[config.mk]
export PLATFORM = sky130hd
export DESIGN_NAME = pif_flags
export DESIGN_NICKNAME = d
export VERILOG_FILES = /design/src/pif_pkg.sv /design/src/pif_flag_bit.sv /design/src/pif_flags.sv
export SDC_FILE = /design/constraint.sdc
export NUM_CORES = 1
export LEC_CHECK = 0
export ABC_AREA = 1
export BUFFER_PORTS_ARGS = -buffer_cell sky130_fd_sc_hd__buf_2
export CAP_MARGIN = 25
export CELL_PAD_IN_SITES_DETAIL_PLACEMENT = 1
export CELL_PAD_IN_SITES_GLOBAL_PLACEMENT = 1
export CORE_MARGIN = 1
export CORE_UTILIZATION = 33
export CTS_CLUSTER_DIAMETER = 30
export CTS_CLUSTER_SIZE = 10
export DETAILED_ROUTE_END_ITERATION = 8
export PLACE_DENSITY = 0.91
export SYNTH_ARGS = -nofsm -noshare
export SYNTH_HDL_FRONTEND = slang
export SYNTH_SLANG_ARGS = --single-unit
[constraint.sdc]
create_clock -name clk -period 1.5 [get_ports clk]
set_input_delay 0.075 -clock clk [delete_from_list [all_inputs] [get_ports clk]]
set_output_delay 0.075 -clock clk [all_outputs]
set_load 0.02 [all_outputs]
[src/pif_pkg.sv]
// Package for the peripheral interrupt flag block: offsets, fields, types.
// Assumes a 32-bit APB register bus with word-aligned registers.
package pif_pkg;

  localparam logic [11:0] ADDR_CMP_FLAGS = 12'h000;
  localparam logic [11:0] ADDR_SER_FLAGS = 12'h004;
  localparam logic [11:0] ADDR_IRQ_STAT = 12'h008;
  localparam logic [11:0] ADDR_IRQ_MASK = 12'h00C;

  localparam int BIT_ZERO_CROSS = 6;
  localparam int BIT_CMP_TWO = 1;
  localparam int BIT_CMP_ONE = 0;
  localparam int BIT_SER_RX = 5;
  localparam int BIT_SER_TX = 4;
  localparam int BIT_BCL_TWO = 3;
  localparam int BIT_SSP_TWO = 2;
  localparam int BIT_BCL_ONE = 1;
  localparam int BIT_SSP_ONE = 0;

  localparam logic [7:0] CMP_IMPL_MASK = 8'h43;
  localparam logic [7:0] SER_SW_MASK = 8'h0F;
  localparam logic [7:0] FLAG_RESET = 8'h00;
  localparam logic [8:0] IRQ_RESET = 9'h000;

  // Event strobes from the peripherals, one cycle or level per event.
  typedef struct packed {
    logic zeroCross;
    logic cmpTwo;
    logic cmpOne;
    logic bclTwo;
    logic sspTwo;
    logic bclOne;
    logic sspOne;
  } pif_events_t;

  // Buffer state levels from the serial port.
  typedef struct packed {
    logic rxNotEmpty;
    logic txNotFull;
  } pif_buf_t;

endpackage

[src/pif_flag_bit.sv]
// One hardware-set, software-cleared flag bit.
// Assumes set and clear are single-cycle terms on clk; set wins over clear.
`timescale 1ns/100ps
`default_nettype none
module pif_flag_bit (
  input wire logic clk,
  input wire logic rst,
  input wire logic setEvt,
  input wire logic swWrite,
  input wire logic swValue,
  output logic flag
);

  logic flag_q;
  logic flag_d;

  assign flag_d = setEvt ? 1'b1 : (swWrite ? swValue : flag_q);
  assign flag = flag_q;

  always_ff @(posedge clk)
  begin
    if (rst)
      flag_q <= 1'b0;
    else
      flag_q <= flag_d;
  end

endmodule
`default_nettype wire

[src/pif_flags.sv]
// Peripheral interrupt flag registers with APB slave and interrupt output.
// Assumes event inputs are synchronous to clk; buffer levels too.
//
// Overview of operation
// - Zero-cross flag set by hardware on detected event, held until cleared.
// - Comparator two flag set on its interrupt, held until software clears.
// - Comparator one flag set on its interrupt, held until software clears.
// - Unimplemented bits read zero and ignore writes.
// - Flags set on events regardless of any enable bit.
// - All implemented flags reset to zero on every reset.
`timescale 1ns/100ps
`default_nettype none
module pif_flags (
  input wire logic clk,
  input wire logic rst,
  input wire logic psel,
  input wire logic penable,
  input wire logic pwrite,
  input wire logic [11:0] paddr,
  input wire logic [31:0] pwdata,
  output logic [31:0] prdata,
  output logic pready,
  output logic pslverr,
  input wire pif_pkg::pif_events_t events,
  input wire pif_pkg::pif_buf_t bufState,
  output logic irq
);

  logic [31:0] prdata_q;
  logic [31:0] prdata_d;
  logic pready_q;
  logic pslverr_q;
  logic irq_q;
  logic [8:0] stat_q;
  logic [8:0] stat_d;
  logic [8:0] mask_q;
  logic [1:0] buf_q;
  logic [6:0] prevEvt_q;

  wire setup = psel && !penable;
  wire access = psel && penable && pready_q;
  wire wrAcc = access && pwrite;
  wire hitCmp = (paddr == pif_pkg::ADDR_CMP_FLAGS);
  wire hitSer = (paddr == pif_pkg::ADDR_SER_FLAGS);
  wire hitStat = (paddr == pif_pkg::ADDR_IRQ_STAT);
  wire hitMask = (paddr == pif_pkg::ADDR_IRQ_MASK);
  wire hitAny = hitCmp || hitSer || hitStat || hitMask;

  // Event vector in status bit order.
  wire [6:0] evtVec = {events.zeroCross, events.cmpTwo, events.cmpOne,
                       events.bclTwo, events.sspTwo, events.bclOne,
                       events.sspOne};
  // Rising edges only, so a held level sets a flag once.
  wire [6:0] evtRise = evtVec & ~prevEvt_q;

  // Flag storage: cmp bits 6,1,0 and serial bits 3..0.
  wire [6:0] flagSet;
  wire [6:0] flagWr;
  wire [6:0] flagVal;
  wire [6:0] flagQ;

  assign flagSet = evtRise;
  assign flagWr = {{3{wrAcc && hitCmp}}, {4{wrAcc && hitSer}}};
  assign flagVal = {pwdata[pif_pkg::BIT_ZERO_CROSS],
                    pwdata[pif_pkg::BIT_CMP_TWO],
                    pwdata[pif_pkg::BIT_CMP_ONE],
                    pwdata[pif_pkg::BIT_BCL_TWO],
                    pwdata[pif_pkg::BIT_SSP_TWO],
                    pwdata[pif_pkg::BIT_BCL_ONE],
                    pwdata[pif_pkg::BIT_SSP_ONE]};

  // Each flag sets on its event and holds until written zero.
  genvar gi;
  generate
    for (gi = 0; gi < 7; gi = gi + 1)
    begin : gFlag
      pif_flag_bit uFlag (
        .clk(clk),
        .rst(rst),
        .setEvt(flagSet[gi]),
        .swWrite(flagWr[gi]),
        .swValue(flagVal[gi]),
        .flag(flagQ[gi])
      );
    end
  endgenerate

  // Register images; unimplemented bits are tied to zero.
  wire [7:0] cmpImage = {1'b0, flagQ[6], 4'h0, flagQ[5], flagQ[4]};
  wire [7:0] serImage = {2'b00, buf_q, flagQ[3:0]};

  wire [8:0] statEvt = {buf_q[1], buf_q[0], evtRise};
  // Only the bits returned by this read are cleared, so an event that
  // arrives between the setup capture and the access edge is kept.
  wire [8:0] statClr = (access && !pwrite && hitStat) ? prdata_q[8:0] : 9'h000;
  assign stat_d = statEvt | (stat_q & ~statClr);

  wire [31:0] rdMux =
    hitCmp ? {24'h000000, cmpImage & pif_pkg::CMP_IMPL_MASK} :
    hitSer ? {24'h000000, serImage} :
    hitStat ? {23'h000000, stat_q} :
    hitMask ? {23'h000000, mask_q} : 32'h00000000;

  always_comb
  begin
    prdata_d = prdata_q;
    if (setup && !pwrite)
      prdata_d = rdMux;
  end

  always_ff @(posedge clk)
  begin
    if (rst)
    begin
      prevEvt_q <= 7'h00;
      buf_q <= 2'b00;
    end
    else
    begin
      prevEvt_q <= evtVec;
      buf_q <= {bufState.rxNotEmpty, bufState.txNotFull};
    end
  end

  always_ff @(posedge clk)
  begin
    if (rst)
    begin
      pready_q <= 1'b0;
      pslverr_q <= 1'b0;
      prdata_q <= 32'h00000000;
    end
    else
    begin
      pready_q <= setup;
      pslverr_q <= setup && !hitAny;
      prdata_q <= prdata_d;
    end
  end

  always_ff @(posedge clk)
  begin
    if (rst)
    begin
      stat_q <= pif_pkg::IRQ_RESET;
      mask_q <= pif_pkg::IRQ_RESET;
      irq_q <= 1'b0;
    end
    else
    begin
      stat_q <= stat_d;
      if (wrAcc && hitMask)
        mask_q <= pwdata[8:0];
      irq_q <= |(stat_d & mask_q);
    end
  end

  assign prdata = prdata_q;
  assign pready = pready_q;
  assign pslverr = pslverr_q;
  assign irq = irq_q;

endmodule
`default_nettype wire

== After elaboration in Yosys (flattened, before gate mapping) ==
Cells that the tools add are included.
Word-level totals
  flip-flop bits (word level): 69
  input bits: 58
  word-level logic and storage cells: 69
Cells by class
  mux-type cells: 19
  bitwise logic cells: 6
  equality and inequality tests: 3
  reductions and logical operators: 26
Operator list (count)
  2-to-1 mux 9 bit: 5
  equality test 12 x 4 -> 1 bit (second input constant): 2
  AND 9 bit: 2
  2-to-1 mux 1 bit: 14
  nonzero test 2 bit: 7
  equality test 12 x 3 -> 1 bit (second input constant): 1
  logical NOT 12 bit: 1
  logical AND 1 bit: 11
  inverter 9 bit: 1
  OR 9 bit: 1
  OR reduction 9 bit: 1
  AND 7 bit: 1
  inverter 7 bit: 1
  logical NOT 1 bit: 3
  logical OR 1 bit: 3

== Logic depth before layout (Yosys ltp) ==
  depth after elaboration: 10
  depth in mapped cells: 13
  mapped depth without buffers: 12

== By module ==
A second synthesis with hierarchy kept.
Second synthesis, totals
  cells, all modules: 341
  area, all modules: 2303.5 um2
Modules (own cells, without submodules)
  pif_flags: area each 1979.4 um2, instances 1, cells each 285
  pif_flag_bit: area each 46.3 um2, instances 7, cells each 8

== Least setup slack after synthesis ==
OpenSTA, ideal clock, no wires.
  path kind: reg2reg
  from: register pready_q (netlist: pready)
  to: register mask_q[6]
  path buffers: 1
  arrival: 1344 ps
  period minus slack after synthesis: 1460 ps
  setup time: 116 ps
  cell stages (with the launch flop): 7
  slack: 40 ps
  path through: dfxtp_1 nand3_1 nor2_1 nand2_2 buf_6 o21ai_1 a21oi_1
On the way
  longest elaborated chain between the ends: 3
Ends and longest elaborated chain
  start: declaration: line pif_flags.sv:31  | logic pready_q;
  start signal: assignment: line pif_flags.sv:135  | pready_q <= setup;
  logical AND 1 bit: line pif_flags.sv:41  | wire access = psel && penable && pready_q;
  logical AND 1 bit: line pif_flags.sv:42  | wire wrAcc = access && pwrite;
  logical AND 1 bit: line pif_flags.sv:152  | if (wrAcc && hitMask)
  end signal: assignment: line pif_flags.sv:146  | mask_q <= pif_pkg::IRQ_RESET;
  end signal: assignment: line pif_flags.sv:153  | mask_q <= pwdata[8:0];
  end: declaration: line pif_flags.sv:36  | logic [8:0] mask_q;
Every way passes these cells.
A chain may end at the register's enable or synchronous reset.

== Worst setup path in the final report ==
  from: register pready_q (netlist: pready)
  to: register irq_q (netlist: irq)
On the way
  longest elaborated chain between the ends: 9
Ends and longest elaborated chain
  logical AND 1 bit: line pif_flags.sv:41
  logical AND 1 bit (2 in a row): line pif_flags.sv:95  | wire [8:0] statClr = (access && !pwrite && hitStat) ? prdata_q[8:0] : 9'h000;
  2-to-1 mux 9 bit: line pif_flags.sv:95
  inverter 9 bit: line pif_flags.sv:96  | assign stat_d = statEvt | (stat_q & ~statClr);
  AND 9 bit: line pif_flags.sv:96
  OR 9 bit: line pif_flags.sv:96
  AND 9 bit: line pif_flags.sv:154  | irq_q <= |(stat_d & mask_q);
  OR reduction 9 bit: line pif_flags.sv:154
  end signal: assignment: line pif_flags.sv:154
  end: declaration: line pif_flags.sv:33  | logic irq_q;
Every way passes these cells.

==> results.md <==
- Hold Fails Final Rpt: 0
- Worst-Skew Late Latency: 0.31 ns
- Worst Setup Path Type: reg2reg
- Chip Height: 85.4 um
- Placed cells: 458
- I/O pin count: 93
- P&R area growth vs syn: 26.7%
- Post-synth EDFFs: 0
- Min-delay src: pwdata[2]
- Post-synthesis cell type count: 29
- Initial antenna violation count: 0
- Worst-path cell chain: nand3_4 -> nor2_4 -> buf_6 -> nand4_1 -> nand2_1 -> nand2_1 -> nand2_1 -> nand2_1 -> nor2_1 -> nand3_1 -> nand2_1 -> inv_1
- Crit end category: register
- Worst IR drop on VDD: 320 uV
- Leakage: 1.48 nW
- Main area contributors after synthesis: dfxtp_1 (40%), nand2_1 (10%), inv_1 (8.0%), buf_4 (7.9%), a21oi_1 (5.9%)
- Max Cap Viol: 0
- RR Startpoint: pready$_SDFF_PP0_
- CP Launch Type: register
- Root buffer cell: clkbuf_8
- H-tree depth: 2
- # DRC: 0
- Power per cell area: 843 nW/um^2
- Fill cell count: 887
- Commonest cells after routing, fill and taps aside: nand2_1 (60), inv_1 (49), buf_2 (46), dfxtp_1 (45), nor2_1 (30)
- Drt total wl: 6.84 mm
- Hold Slack: 0.0518 ns
- Cell taking the most area after synthesis: dfxtp_1
- WP data arrival: 1.73 ns
- Period utilization: 1.01
- Core ar.: 6760 um^2
- Achievable frequency: 659 MHz
- Gp weighted congestion: 0.803
- R2r setup slk: -0.02 ns
- CTS clk-pin slew, worst paths: 0.09 ns
- Longest Clk Path Bufs: 2
- DR WL/cell: 14.2 um
- Largest net degree at the start of global routing: 19
- Post-DR vias/cell: 4.84
- CTS tree: done
- Sink Count: 46
- Initial Utilization: 0.339
- Crit path top cell by count: nand2_1
- FFs w/ async S/R, synth: 0
- Clock skew: 0.00415 ns
- R2R depth: 12
- Avg Inst Size Synth: 7.06 um^2
- Worst Path Required: 1.71 ns
- Worst path slowest cell: dfxtp_2
- Hold path cells: 3
- Final nets: 460
- Number of port buffers: 46
- Commonest non-fill, non-tap cell in the layout: nand2_1
- RR Endpoint: irq$_SDFF_PP0_
- Post-layout min period: 1.52 ns
- Post-Place Setup Slack: -0.131 ns
- Congestion Overflow GR: 0
- Die width: 85.4 um
- Register area: 922 um^2
- Area of the multi-input gates: 1070 um^2
- CP max stage delay: 0.36 ns
- Synth warn: 0
- CTS buffer count: 5
- Synthesized area: 2290 um^2
- Final ANT Viol Nets: 0
- Share of the yosys chip area belonging to registers: 0.402
- Die area: 7290 um^2
- Worst min path class: in2reg
- Max-slew violation count: 0
- First-pass GRT wire length: 10.8 mm
- Status: finished with violations
- Violated checks: setup timing
- Synth Register Bits: 46
- Diode count: 0
- Share of layout cells above drive strength 1: 0.261
- DP HPWL: 4.93 mm
- Initial DRC count: 81
- Share of the synthesized area in the top cell type: 0.402
- Pre-Repair DR Iteration Count: 4
- Fin cells: 483
- Hold EP: mask_q[2]$_SDFFE_PP0P_
- Unrepaired setup endpoints after global routing: yes
- Number of global-route vias before repair: 2364
- Top_reg_cell synth: dfxtp_1
- # rows: 30
- Vias: 2337
- Final setup fails: 1
- Setup slack after layout: -0.0177 ns
- GRT Total Usage: 0.191
- Mapped Cells: 325
- Crit Path Max Fanout: 4
-- kinds of logic (layout without fill, tap and decap cells) --
| family | count (synthesis) | after routing | share of synthesized area |
|---|---|---|---|
| AO/OA/AOI/OAI | 61 | 61 | 0.148 |
| buffers and inverters | 87 | 143 | 0.190 |
| flip-flops | 46 | 46 | 0.402 |
| AND/OR/NAND/NOR | 130 | 130 | 0.259 |
| other | 1 | 23 | 0.00164 |
-- state kept, by name, indices dropped and copies added, names as in the netlist --
| name | cells |
|---|---|
| buf_q | 2 |
| stat_q | 9 |
| mask_q | 9 |
| prevEvt_q | 7 |
| pslverr | 1 |
| pready | 1 |
| irq | 1 |
| gFlag.uFlag.flag | 7 |
| prdata | 9 |
-- layer usage --
layer  GRT usage  vias to the layer above  wire length (um)  part of all wire
li1            -                     1136                 -                 -
met1       0.211                     1112              2820              0.41
met2       0.359                       69              3520              0.51
met3      0.0340                       20               246             0.036
met4      0.0803                        0               255             0.037
met5           0                        -                 0                 0
-- power by group --
group          internal (mW)  switching, mW
Sequential              1.27         0.0252
Combinational          0.135          0.217
Clock                  0.372          0.430
-- what timing repair did --
item                                   4_1_cts  5_1_grt
endpoints found under the hold margin        9        0
setup endpoints to repair                    9        5
setup buffers                                3        5
resized for setup                            3       18
hold buffers                                 9        0
pin swaps                                    2       12
-- cells in the mapped netlist, types with 2 or more instances --
master / instances
nand3_1: 12
inv_1: 49
nor2_1: 32
buf_4: 24
nand2_2: 5
nand2_1: 63
o21ai_0: 9
o22ai_1: 4
inv_2: 7
a21oi_1: 27
dfxtp_1: 46
clkbuf_1: 3
nor2_4: 2
o211ai_1: 8
nand4_1: 10
nor2_2: 2
o21ai_1: 10
-- cell type report --
type	count	area share
multi-input cells	214	0.370
flip-flops and latches	46	0.317
repair buffers	78	0.173
inverters	57	0.0736
well taps	80	0.0344
clock buffers	7	0.0297
clock inverters	1	0.00172
-- worst max-delay path: cells and delay by family (launching register included) --
| family | cells | cell delay, ns |
|---|---|---|
| AND/OR/NAND/NOR | 10 | 0.89 |
| flip-flops | 1 | 0.36 |
| buffers and inverters | 2 | 0.16 |
-- stage by stage --
step                      power [mW]  setup TNS (ns)  utilization  area [um^2]
after detailed placement        1.63           -1.11        0.384         2600
final                           2.45         -0.0177        0.430         2910
after floorplan                 1.55               0            -         2380
after CTS                       2.43         -0.0158        0.416         2810
after global placement          1.61          -0.452        0.384         2600
after global routing            2.57          -0.177        0.430         2910
-- how the worst max path moves through the flow --
| stage | start | endpoint | slack [ns] |
|---|---|---|---|
| floorplan | pready$_SDFF_PP0_ | mask_q[6]$_SDFFE_PP0P_ | 0.04 |
| global placement | paddr[7] | mask_q[5]$_SDFFE_PP0P_ | -0.06 |
| detailed placement | paddr[5] | mask_q[3]$_SDFFE_PP0P_ | -0.13 |
| CTS | pready$_SDFF_PP0_ | irq$_SDFF_PP0_ | -0.02 |
| global route | pready$_SDFF_PP0_ | irq$_SDFF_PP0_ | -0.12 |
| finish | pready$_SDFF_PP0_ | irq$_SDFF_PP0_ | -0.02 |
Power figures use the tool's default switching activity.
